### src/design/adc_cfg_pkg.sv
// Functional notes
// - Three-bit selector routes inputs, resets to shorted
// - Two-bit reference field, resets to 0.0 V
// - Oversampling field at 7:6 selects 200/100/64/32
// - Two-bit attenuator field selects 0/6.02/9.54 dB
// - Bit 11 chooses single or continuous conversion
// - Bit 18 set bypasses the compensation filter
// - No bypass: result and offset in upper halves
// - Bypass: result and offset in lower halves
// - Bit 20 picks 1.6 or 0.8 MHz mic clock
// - Bit 22 drives mic clock onto its pin
// - Status bit 0 on calibration done, read clears
// - Status bit 2 on conversion done, read clears
// - Status bit 3 shows window hit, read clears
// - Window bit re-evaluated at every end of conversion while the comparator is enabled
// - Masked status shows flags whose mask is zero
// - Comparator works only while its enable is set
package adc_cfg_pkg;
  // Clock and microphone clock rates
  localparam longint CLK_HZ      = 64'd20000000;
  localparam longint MIC_FAST_HZ = 64'd1600000;
  localparam longint MIC_SLOW_HZ = 64'd800000;
  localparam int     ACC_W       = 16;
  // Phase steps per clock, derived from the rates
  localparam logic [ACC_W-1:0] MIC_STEP_FAST =
    ACC_W'((MIC_FAST_HZ * 64'd65536) / CLK_HZ);
  localparam logic [ACC_W-1:0] MIC_STEP_SLOW =
    ACC_W'((MIC_SLOW_HZ * 64'd65536) / CLK_HZ);
  // Register byte offsets
  localparam logic [7:0] OFF_CTRL   = 8'h00;
  localparam logic [7:0] OFF_ADC_CONFIGURATION   = 8'h04;
  localparam logic [7:0] OFF_IRQ    = 8'h08;
  localparam logic [7:0] OFF_MASK   = 8'h0c;
  localparam logic [7:0] OFF_RAW    = 8'h10;
  localparam logic [7:0] OFF_DATA   = 8'h14;
  localparam logic [7:0] OFF_OFFSET = 8'h18;
  localparam logic [7:0] OFF_THR_HI = 8'h24;
  localparam logic [7:0] OFF_THR_LO = 8'h28;
  // Field positions
  localparam int INPUT_CHANNEL_SELECT_LSB  = 1;
  localparam int REF_LSB    = 4;
  localparam int OSR_LSB    = 6;
  localparam int ATT_LSB    = 8;
  localparam int REPEAT_BIT = 11;
  localparam int SKIP_BIT   = 18;
  localparam int RATE_BIT   = 20;
  localparam int MICOUT_BIT = 22;
  localparam int CMP_EN_BIT = 5;
  localparam int FLAG_CAL   = 0;
  localparam int FLAG_EOC   = 2;
  localparam int FLAG_WIN   = 3;
  localparam int NFLAG      = 4;
  // Writable bits and live flag bits
  localparam logic [31:0] ADC_CONFIGURATION_WMASK = 32'h0054_0bfe;
  localparam logic [31:0] CTRL_WMASK = 32'h0000_0020;
  localparam logic [31:0] MASK_WMASK = 32'h0000_000f;
  localparam logic [31:0] FLAG_BITS  = 32'h0000_000d;
  // Values after reset
  localparam logic [31:0] ADC_CONFIGURATION_RST   = 32'h0000_000c;
  localparam logic [31:0] CTRL_RST   = 32'h0000_0000;
  localparam logic [31:0] MASK_RST   = 32'h0000_000f;
  localparam logic [31:0] THR_HI_RST = 32'h0fff_ffff;
  localparam logic [31:0] ZERO_RST   = 32'h0000_0000;
  // Whole register state of the top module
  typedef struct packed {
    logic [31:0] ctrl;
    logic [31:0] adc_configuration;
    logic [31:0] mask;
    logic [31:0] raw;
    logic [31:0] data;
    logic [31:0] offs;
    logic [31:0] thr_hi;
    logic [31:0] thr_lo;
    logic [31:0] rdata;
    logic        mic_oe; // Pin enable, one cycle late
  } regs_t;
  // Microphone clock generator state
  typedef struct packed {
    logic [ACC_W-1:0] acc;
    logic             clk_out;
  } mic_state_t;
endpackage

### src/design/mic_clk_if.sv
`timescale 1ns/1ps
// Control to and clock from the microphone clock generator
interface mic_clk_if;
  logic rate_slow;  // High selects the slower rate
  logic out_enable; // High runs the clock
  logic mic_clk;    // Generated clock, registered
  modport ctrl (output rate_slow, output out_enable, input mic_clk);
  modport gen  (input rate_slow, input out_enable, output mic_clk);
endinterface

### src/design/adc_config_irq.sv
`timescale 1ns/1ps
////////////////////////////////////////////////////////////////////
// Converter configuration, result placement and flag logic
////////////////////////////////////////////////////////////////////
module adc_config_irq (
  // Clock, reset, enable
  input  wire logic        clk,
  input  wire logic        rstn,
  input  wire logic        ce,
  // Register port
  input  wire logic [7:0]  addr,
  input  wire logic [31:0] wdata,
  input  wire logic        wr,
  input  wire logic        rd,
  output logic      [31:0] rdata,
  // Converter events
  input  wire logic        cal_done,
  input  wire logic [15:0] cal_result,
  input  wire logic        conv_done,
  input  wire logic [15:0] conv_result,
  // Analog controls
  output logic [2:0]       input_channel_select,
  output logic [1:0]       reference_level_select,
  output logic [1:0]       oversample_ratio_select,
  output logic [1:0]       attenuator_select,
  output logic             repeat_convert,
  output logic             filter_bypass,
  output logic             window_compare_enable,
  // Stored words
  output logic [31:0]      data_word,
  output logic [31:0]      offset_word,
  // Microphone clock pin
  output logic             microphone_clock_pin,
  output logic             microphone_clock_pin_oe
);

  ////////////////////////////////////////////////////////////////
  // Declarations
  ////////////////////////////////////////////////////////////////
  // Register bank and its next value
  adc_cfg_pkg::regs_t st_reg;  // All registers
  adc_cfg_pkg::regs_t st_next; // Their next value
  // Flag bookkeeping
  logic [31:0]        shown;   // Flags visible through mask
  logic [31:0]        clr;     // Flags cleared by a read
  logic [31:0]        setv;    // Flags set by events
  // Result path and decoded bits
  logic [31:0]        new_data; // Data word after this cycle
  logic               skip;    // Filter bypass in force
  logic               cmp_on;  // Comparator enabled
  logic               hit;     // Result lies in the window

  // Controls go down, the clock comes back
  mic_clk_if mic_bus (); // Link to clock generator

  ////////////////////////////////////////////////////////////////
  // Helpers
  ////////////////////////////////////////////////////////////////
  // Address match, used by write, read and clear decode
  // Exact byte match: misaligned is unmapped
  function automatic logic at(input logic [7:0] a,
                              input logic [7:0] off);
    at = (a == off);
  endfunction

  // Masked write of one register
  // Read-only bits keep their old value
  function automatic logic [31:0] wmerge(input logic [31:0] old,
                                         input logic [31:0] nw,
                                         input logic [31:0] m);
    wmerge = (old & ~m) | (nw & m);
  endfunction

  ////////////////////////////////////////////////////////////////
  // Decoded fields
  ////////////////////////////////////////////////////////////////
  // Bypass and comparator enable come from held state
  // A write acts from the next cycle on
  assign skip   = st_reg.adc_configuration[adc_cfg_pkg::SKIP_BIT];
  assign cmp_on = st_reg.ctrl[adc_cfg_pkg::CMP_EN_BIT];

  // Masked view: a mask bit of one hides its flag
  // Reserved bit 1 is never shown
  assign shown = st_reg.raw & ~st_reg.mask
                 & adc_cfg_pkg::FLAG_BITS;

  ////////////////////////////////////////////////////////////////
  // Result placement
  ////////////////////////////////////////////////////////////////
  // Result lands in the half picked by the bypass bit.
  // The other half is left as it was; software ignores it.
  // Result bus ignored outside the event
  always_comb begin
    new_data = st_reg.data;
    if (conv_done) begin
      if (skip) begin
        // Bypassed: low half
        new_data[15:0]  = conv_result;
      end else begin
        // Filter in path: high half
        new_data[31:16] = conv_result;
      end
    end
  end

  // Window check on the freshly placed word, both ends inclusive
  // Unsigned, stale half included;
  // limits with lo above hi never hit
  assign hit = (new_data >= st_reg.thr_lo) &&
               (new_data <= st_reg.thr_hi);

  ////////////////////////////////////////////////////////////////
  // Flag sources and read clears
  ////////////////////////////////////////////////////////////////
  // Events raise flags; a read clears what it returned
  // The two status reads differ by address,
  // so at most one loads clr per cycle
  always_comb begin
    setv = '0;
    clr  = '0;
    // Calibration finished
    // A held pulse keeps the flag set
    if (cal_done) begin
      setv[adc_cfg_pkg::FLAG_CAL] = 1'b1;
    end
    // Conversion finished
    // Window outcome handled below
    if (conv_done) begin
      setv[adc_cfg_pkg::FLAG_EOC] = 1'b1;
    end
    // Masked status read clears only visible flags
    // Hidden flags survive until unmasked or cleared by a raw read
    if (rd && at(addr, adc_cfg_pkg::OFF_IRQ)) begin
      clr = shown;
    end
    // Raw status read clears every flag it shows
    // Addresses never overlap
    if (rd && at(addr, adc_cfg_pkg::OFF_RAW)) begin
      clr = st_reg.raw & adc_cfg_pkg::FLAG_BITS;
    end
  end

  ////////////////////////////////////////////////////////////////
  // Next register state
  ////////////////////////////////////////////////////////////////
  // Software writes first, then hardware events on top, so a
  // converter update in the same cycle is never overwritten.
  // Read data is zero unless reloaded
  always_comb begin
    st_next       = st_reg;
    st_next.rdata = '0;
    // Register writes
    if (wr) begin
      case (1'b1)
        at(addr, adc_cfg_pkg::OFF_CTRL): begin
          // Only comparator enable sticks
          st_next.ctrl = wmerge(st_reg.ctrl, wdata,
                                adc_cfg_pkg::CTRL_WMASK);
        end
        at(addr, adc_cfg_pkg::OFF_ADC_CONFIGURATION): begin
          // Reserved bits stay zero
          st_next.adc_configuration = wmerge(st_reg.adc_configuration, wdata,
                                adc_cfg_pkg::ADC_CONFIGURATION_WMASK);
        end
        at(addr, adc_cfg_pkg::OFF_MASK): begin
          // Reserved bit 1 kept as written
          st_next.mask = wmerge(st_reg.mask, wdata,
                                adc_cfg_pkg::MASK_WMASK);
        end
        at(addr, adc_cfg_pkg::OFF_OFFSET): begin
          // Whole word; calibration wins
          st_next.offs = wdata;
        end
        at(addr, adc_cfg_pkg::OFF_THR_HI): begin
          // Upper window limit
          st_next.thr_hi = wdata;
        end
        at(addr, adc_cfg_pkg::OFF_THR_LO): begin
          // Lower window limit
          st_next.thr_lo = wdata;
        end
        default: begin
          // Read-only or unmapped: write ignored
          // Flags clear only by reading
        end
      endcase
    end
    // Register reads, answered next cycle
    // Never together with a write
    if (rd) begin
      case (1'b1)
        at(addr, adc_cfg_pkg::OFF_CTRL): begin
          // Only bit 5 can read as one
          st_next.rdata = st_reg.ctrl;
        end
        at(addr, adc_cfg_pkg::OFF_ADC_CONFIGURATION): begin
          // Reserved bits read zero
          st_next.rdata = st_reg.adc_configuration;
        end
        at(addr, adc_cfg_pkg::OFF_IRQ): begin
          // Flags as held before the read
          st_next.rdata = shown;
        end
        at(addr, adc_cfg_pkg::OFF_MASK): begin
          // Mask as written
          st_next.rdata = st_reg.mask;
        end
        at(addr, adc_cfg_pkg::OFF_RAW): begin
          // Masked flags shown too
          st_next.rdata = st_reg.raw;
        end
        at(addr, adc_cfg_pkg::OFF_DATA): begin
          // Both halves, stale one too
          st_next.rdata = st_reg.data;
        end
        at(addr, adc_cfg_pkg::OFF_OFFSET): begin
          // Last written or calibrated
          st_next.rdata = st_reg.offs;
        end
        at(addr, adc_cfg_pkg::OFF_THR_HI): begin
          // Upper limit
          st_next.rdata = st_reg.thr_hi;
        end
        at(addr, adc_cfg_pkg::OFF_THR_LO): begin
          // Lower limit
          st_next.rdata = st_reg.thr_lo;
        end
        default: begin
          // Unmapped reads return zero
          // Misaligned ones included
          st_next.rdata = '0;
        end
      endcase
    end
    // Calibration result into the half the bypass bit selects
    // After the write, so the event wins
    if (cal_done) begin
      if (skip) begin
        st_next.offs[15:0]  = cal_result;
      end else begin
        st_next.offs[31:16] = cal_result;
      end
    end
    // Conversion result stored
    // Data is not writable
    st_next.data = new_data;
    // Flags: set wins over a clear in the same cycle
    // Bit 1 is never set
    for (int i = 0; i < adc_cfg_pkg::NFLAG; i++) begin
      st_next.raw[i] = (st_reg.raw[i] & ~clr[i]) | setv[i];
    end
    // Window flag follows each new result while enabled
    // Without the enable it holds
    if (conv_done && cmp_on) begin
      st_next.raw[adc_cfg_pkg::FLAG_WIN] = hit;
    end
    // Pin enable trails the clock-out bit
    st_next.mic_oe = st_reg.adc_configuration[adc_cfg_pkg::MICOUT_BIT];
  end

  ////////////////////////////////////////////////////////////////
  // State register
  ////////////////////////////////////////////////////////////////
  // Whole state in one flop bank, frozen while ce is low
  // Keeps flags and read data coherent
  always_ff @(posedge clk or negedge rstn) begin
    if (!rstn) begin
      st_reg.ctrl   <= adc_cfg_pkg::CTRL_RST;
      st_reg.adc_configuration   <= adc_cfg_pkg::ADC_CONFIGURATION_RST;
      st_reg.mask   <= adc_cfg_pkg::MASK_RST;
      st_reg.raw    <= adc_cfg_pkg::ZERO_RST;
      st_reg.data   <= adc_cfg_pkg::ZERO_RST;
      st_reg.offs   <= adc_cfg_pkg::ZERO_RST;
      st_reg.thr_hi <= adc_cfg_pkg::THR_HI_RST;
      st_reg.thr_lo <= adc_cfg_pkg::ZERO_RST;
      st_reg.rdata  <= adc_cfg_pkg::ZERO_RST;
      st_reg.mic_oe <= 1'b0;
    end else if (ce) begin
      st_reg <= st_next;
    end
  end

  ////////////////////////////////////////////////////////////////
  // Microphone clock
  ////////////////////////////////////////////////////////////////
  // Rate and enable straight from the configuration word
  // Phase restarts whenever disabled
  assign mic_bus.rate_slow  = st_reg.adc_configuration[adc_cfg_pkg::RATE_BIT];
  assign mic_bus.out_enable = st_reg.adc_configuration[adc_cfg_pkg::MICOUT_BIT];

  // Generator instance
  // Shares ce, so the pin freezes too
  mic_clk_gen u_mic_clk (
    .clk  (clk),
    .rstn (rstn),
    .ce   (ce),
    .mic  (mic_bus.gen)
  );

  ////////////////////////////////////////////////////////////////
  // Outputs, all taken from flops
  ////////////////////////////////////////////////////////////////
  // Read data stands only in the cycle after the strobe
  // Zero otherwise, so it can be or-ed
  assign rdata = st_reg.rdata;

  // Channel routing code, reset to the shorted setting
  // Code 111 passed unchanged
  assign input_channel_select =
    st_reg.adc_configuration[adc_cfg_pkg::INPUT_CHANNEL_SELECT_LSB +: 3];

  // Reference level; reset code is 0.0 V, 0.6 V advised
  assign reference_level_select =
    st_reg.adc_configuration[adc_cfg_pkg::REF_LSB +: 2];

  // Ratio codes 0..3 mean 200, 100, 64, 32
  // Largest ratio suits DC inputs
  assign oversample_ratio_select =
    st_reg.adc_configuration[adc_cfg_pkg::OSR_LSB +: 2];

  // Attenuator code; code 3 is undefined, passed unchanged
  assign attenuator_select =
    st_reg.adc_configuration[adc_cfg_pkg::ATT_LSB +: 2];

  // Single versus continuous conversion
  // Software drops early results
  assign repeat_convert =
    st_reg.adc_configuration[adc_cfg_pkg::REPEAT_BIT];

  // Compensation filter bypass toward the converter
  // A change calls for recalibration
  assign filter_bypass = skip;

  // Comparator enable for the converter side
  assign window_compare_enable = cmp_on;

  // Stored result and calibration words
  // Software picks the half in use
  assign data_word   = st_reg.data;
  assign offset_word = st_reg.offs;

  // Clock pin and its enable
  // Pin low whenever no clock offered
  assign microphone_clock_pin    = mic_bus.mic_clk;
  assign microphone_clock_pin_oe = st_reg.mic_oe;

endmodule // adc_config_irq

### src/design/mic_clk_gen.sv
`timescale 1ns/1ps
// Phase accumulator clock: mean rate set by a truncated step, one-cycle jitter,
// since neither step divides the accumulator range evenly.
module mic_clk_gen (
  // Clock and reset
  input wire logic clk,
  input wire logic rstn,
  input wire logic ce,
  // Control and clock
  mic_clk_if.gen   mic
);
  adc_cfg_pkg::mic_state_t st_reg;  // Registered state
  adc_cfg_pkg::mic_state_t st_next; // Next state
  logic [adc_cfg_pkg::ACC_W-1:0] step; // Chosen step

  // Next state of the accumulator
  always_comb begin
    step = mic.rate_slow ? adc_cfg_pkg::MIC_STEP_SLOW
                         : adc_cfg_pkg::MIC_STEP_FAST;
    st_next = st_reg;
    if (mic.out_enable) begin
      st_next.acc     = st_reg.acc + step;
      st_next.clk_out = st_reg.acc[adc_cfg_pkg::ACC_W-1];
    end else begin
      // Pin held low while no clock is offered
      st_next.acc     = '0;
      st_next.clk_out = 1'b0;
    end
  end

  // State register
  always_ff @(posedge clk or negedge rstn) begin
    if (!rstn) begin
      st_reg <= '0;
    end else if (ce) begin
      st_reg <= st_next;
    end
  end

  assign mic.mic_clk = st_reg.clk_out;
endmodule // mic_clk_gen

### config.mk
export PLATFORM = sky130hd
export DESIGN_NAME = adc_config_irq
export DESIGN_NICKNAME = d
export VERILOG_FILES = /design/src/design/adc_cfg_pkg.sv /design/src/design/mic_clk_if.sv /design/src/design/adc_config_irq.sv /design/src/design/mic_clk_gen.sv
export SDC_FILE = /design/constraint.sdc
export NUM_CORES = 1
export LEC_CHECK = 0
export BUFFER_PORTS_ARGS = -buffer_cell sky130_fd_sc_hd__buf_2
export CAP_MARGIN = 20
export CORE_MARGIN = 2
export CORE_UTILIZATION = 45
export DETAILED_ROUTE_END_ITERATION = 8
export PLACE_DENSITY = 0.67
export SLEW_MARGIN = 25
export SYNTH_ARGS = -nofsm -noshare
export SYNTH_HDL_FRONTEND = slang
export SYNTH_HIERARCHICAL = 1
export SYNTH_SLANG_ARGS = --single-unit
### constraint.sdc
create_clock -name clk -period 2.9 [get_ports clk]
set_clock_uncertainty 0.05 [all_clocks]
set_input_delay 0 -clock clk [delete_from_list [all_inputs] [get_ports clk]]
set_output_delay 0 -clock clk [all_outputs]
set_load 0.1 [all_outputs]
==> flow_summary.toml <==
[cells_and_area]
syn2layout_area_growth_pct = 16.9
largest_register_ffs = 71
final_cell_area_um2 = 14000
layout-drive-gt1-share_pct = 27.5
final_core_util_pct = 53.6
finalNonFillerCells = 1753
nNetsFinal = 1556
final_common_cell = "buf_2"
final_cell_mix = "buf_2, dfrtp_1, nand2_1, nor2_1, a21oi_1"

[cts]
clkLatencyLatePin_ns = 0.44
clock_sinks = 199
cts_root_buffer = "clkbuf_16"
cts_buffer_depth = 2
cts_tree = "yes"
cts_buffers = 17
htree_levels = 4
clkTransAtPathRegs_ns = 0.08

[power]
power.density_nw_per_um2 = 573
report.power.total_mw = 8.01
ir_drop_uv = 396
p_leak_nw = 7.02

[global_routing]
grt_overflow = 0
grt_max_degree = 99
antenna_found_initial = 1
grt.total_usage_pct = 27.7
grt_pass1_wl_mm = 60.1
grt_pass1_vias = 10394

[worst_setup_path]
worstPathMaxFanout = 16
r2r-end = "st_reg[164]"
path_class = "register to register"
cp-start-kind = "register"
r2r-start = "filter_bypass"
crit_path_end_kind = "register"
regToRegSetupSlack_ns = 0.06
crit_arrival_ns = 3.15
r2r_cells = 10
crit_required_ns = 3.21

[timing]
worst_pin_slew_ns = 0.879
slew_headroom_pct = 41.2
slew_violations = 0
hold_slack_ns = 0.0170
fin_setup_tns_ns = 0
setup_viol = 0
fin_crit_sh_pct = 97.9
period_needed_ns = 2.84
clock.fmax_ghz = 0.352
hold_violations = 0
fin_ws_ns = 0.0611

[route]
wl_per_cell_um = 22.1
drt_pass1_iterations = 7
drc_errors = 0
ant_nets = 0
vias_per_cell = 5.93
finalWirelength_mm = 38.7
drt_iter0_drc = 1287
route.vias.total = 10394

[synthesis]
avgSynthCellArea_um2 = 9.52
synth_cells = 1256
synth_cell_types = 78
synth_edf_count = 0
syn_nets = 1408
synth_seq_area_share_pct = 42.0
netlist_area_um2 = 12000
ys.flop_type = "dfrtp_1"
async_flop_share_pct = 100
ys_ff_latch = 199
yosysWarnings = 6

[placed_design]
hpwl_mm = 28.1
globalplace.congestion = 0.987
io_buffers = 188
dp_cells = 1648
pre_cts_ws_ns = 0.0770
place_area_um2 = 12600

[floorplan]
start_util_pct = 45.9
die_h_um = 167
die_w_um = 167
rows = 59
core_um2 = 26100
ios = 189
dieArea_um2 = 27900

[worst_hold_path]
hold_path_depth = 4
hold_path.class = "primary input to register"
hold_path.startpoint = "conv_result[3]"
min_to = "data_word[3]"

[run_status]
outcome = "finished, final reports clean"

[flow_run]
drv_cap = 0
## worst max path at each step
| stage | cells past startpoint | start | to |
|---|---|---|---|
| 4_1_cts | 10 | filter_bypass | st_reg[164] |
| 3_5_place_dp | 10 | filter_bypass | st_reg[164] |
| 2_1_floorplan | 11 | filter_bypass | st_reg[164] |
| 3_3_place_gp | 10 | filter_bypass | st_reg[164] |
| 6_report | 10 | filter_bypass | st_reg[164] |
| 5_1_grt | 10 | filter_bypass | st_reg[164] |
## Yosys cell counts (12+ instances only)
cell / n / share of area [%]
o21ai_0: 88 / 3.7
nand3_1: 12 / 0.50
mux2_2: 63 / 5.9
nand2_1: 106 / 3.3
clkbuf_1: 29 / 0.91
a22oi_1: 15 / 0.94
buf_4: 110 / 6.9
ha_1: 72 / 7.5
a21oi_1: 91 / 3.8
a222oi_1: 27 / 2.3
dfrtp_1: 165 / 35
o22ai_1: 35 / 1.8
a21o_1: 32 / 2.0
inv_1: 80 / 2.5
dfstp_2: 34 / 7.5
nor2_1: 99 / 3.1
buf_2: 15 / 0.63
nor3_1: 17 / 0.71
nand4_1: 14 / 0.73
## metal layers
layer	part of all wire, %	routed length [um]	vias up	GRT usage [%]
met5	0.034	13	-	0
li1	-	-	4698	-
met3	8.8	3420	88	5.70
met1	43	16600	5063	38.6
met2	46	17700	543	43.3
met4	2.7	1050	2	9.07
## area by class of cell
cell class                 instances  area [um^2]
clock buffer                      17          425
timing repair buffer             293         1980
fill                            2362        12100
tap                              335          419
sequential                       199         5030
inverter                          80          300
clock inverter                    15          184
multi-input combinational        813         5640
antenna                            1         2.50
## where the power goes
group | total [mW] | leakage, nW | internal, mW | switching [mW]
Clock | 2.44 | 0.295 | 1.18 | 1.27
Sequential | 3.20 | 2.36 | 2.99 | 0.208
Combinational | 2.37 | 4.37 | 0.542 | 1.83
## critical path, stage by stage (launching register included)
cell	delay (ns)
dfrtp_4	0.48
nand2b_4	0.15
buf_12	0.16
mux2_4	0.32
ha_1	0.30
nand4_1	0.19
nor4_4	0.38
o211ai_1	0.19
a21oi_2	0.18
o2111ai_2	0.11
o31ai_1	0.26
## logic make-up (layout without fill, tap and decap cells)
group                    count (synthesis)  count (layout)  synth area share [%]
XOR/XNOR                                 5               5                 0.366
other                                    0               1                     0
AND/OR/NAND/NOR                        306             306                  12.2
multiplexers                            70              70                  6.56
flip-flops                             199             199                  42.0
AO/OA/AOI/OAI                          359             359                  19.6
buffers and inverters                  244             405                  11.5
adder cells (fa/ha/maj)                 73              73                  7.70
## timing repair
action | in CTS | in global routing
buffers inserted | 0 | 1
resized for setup | 0 | 9
hold buffers | 71 | 0
hold endpoints to repair | 218 | 0
endpoints found under the setup margin | 0 | 1
Power figures use the tool's default switching activity.
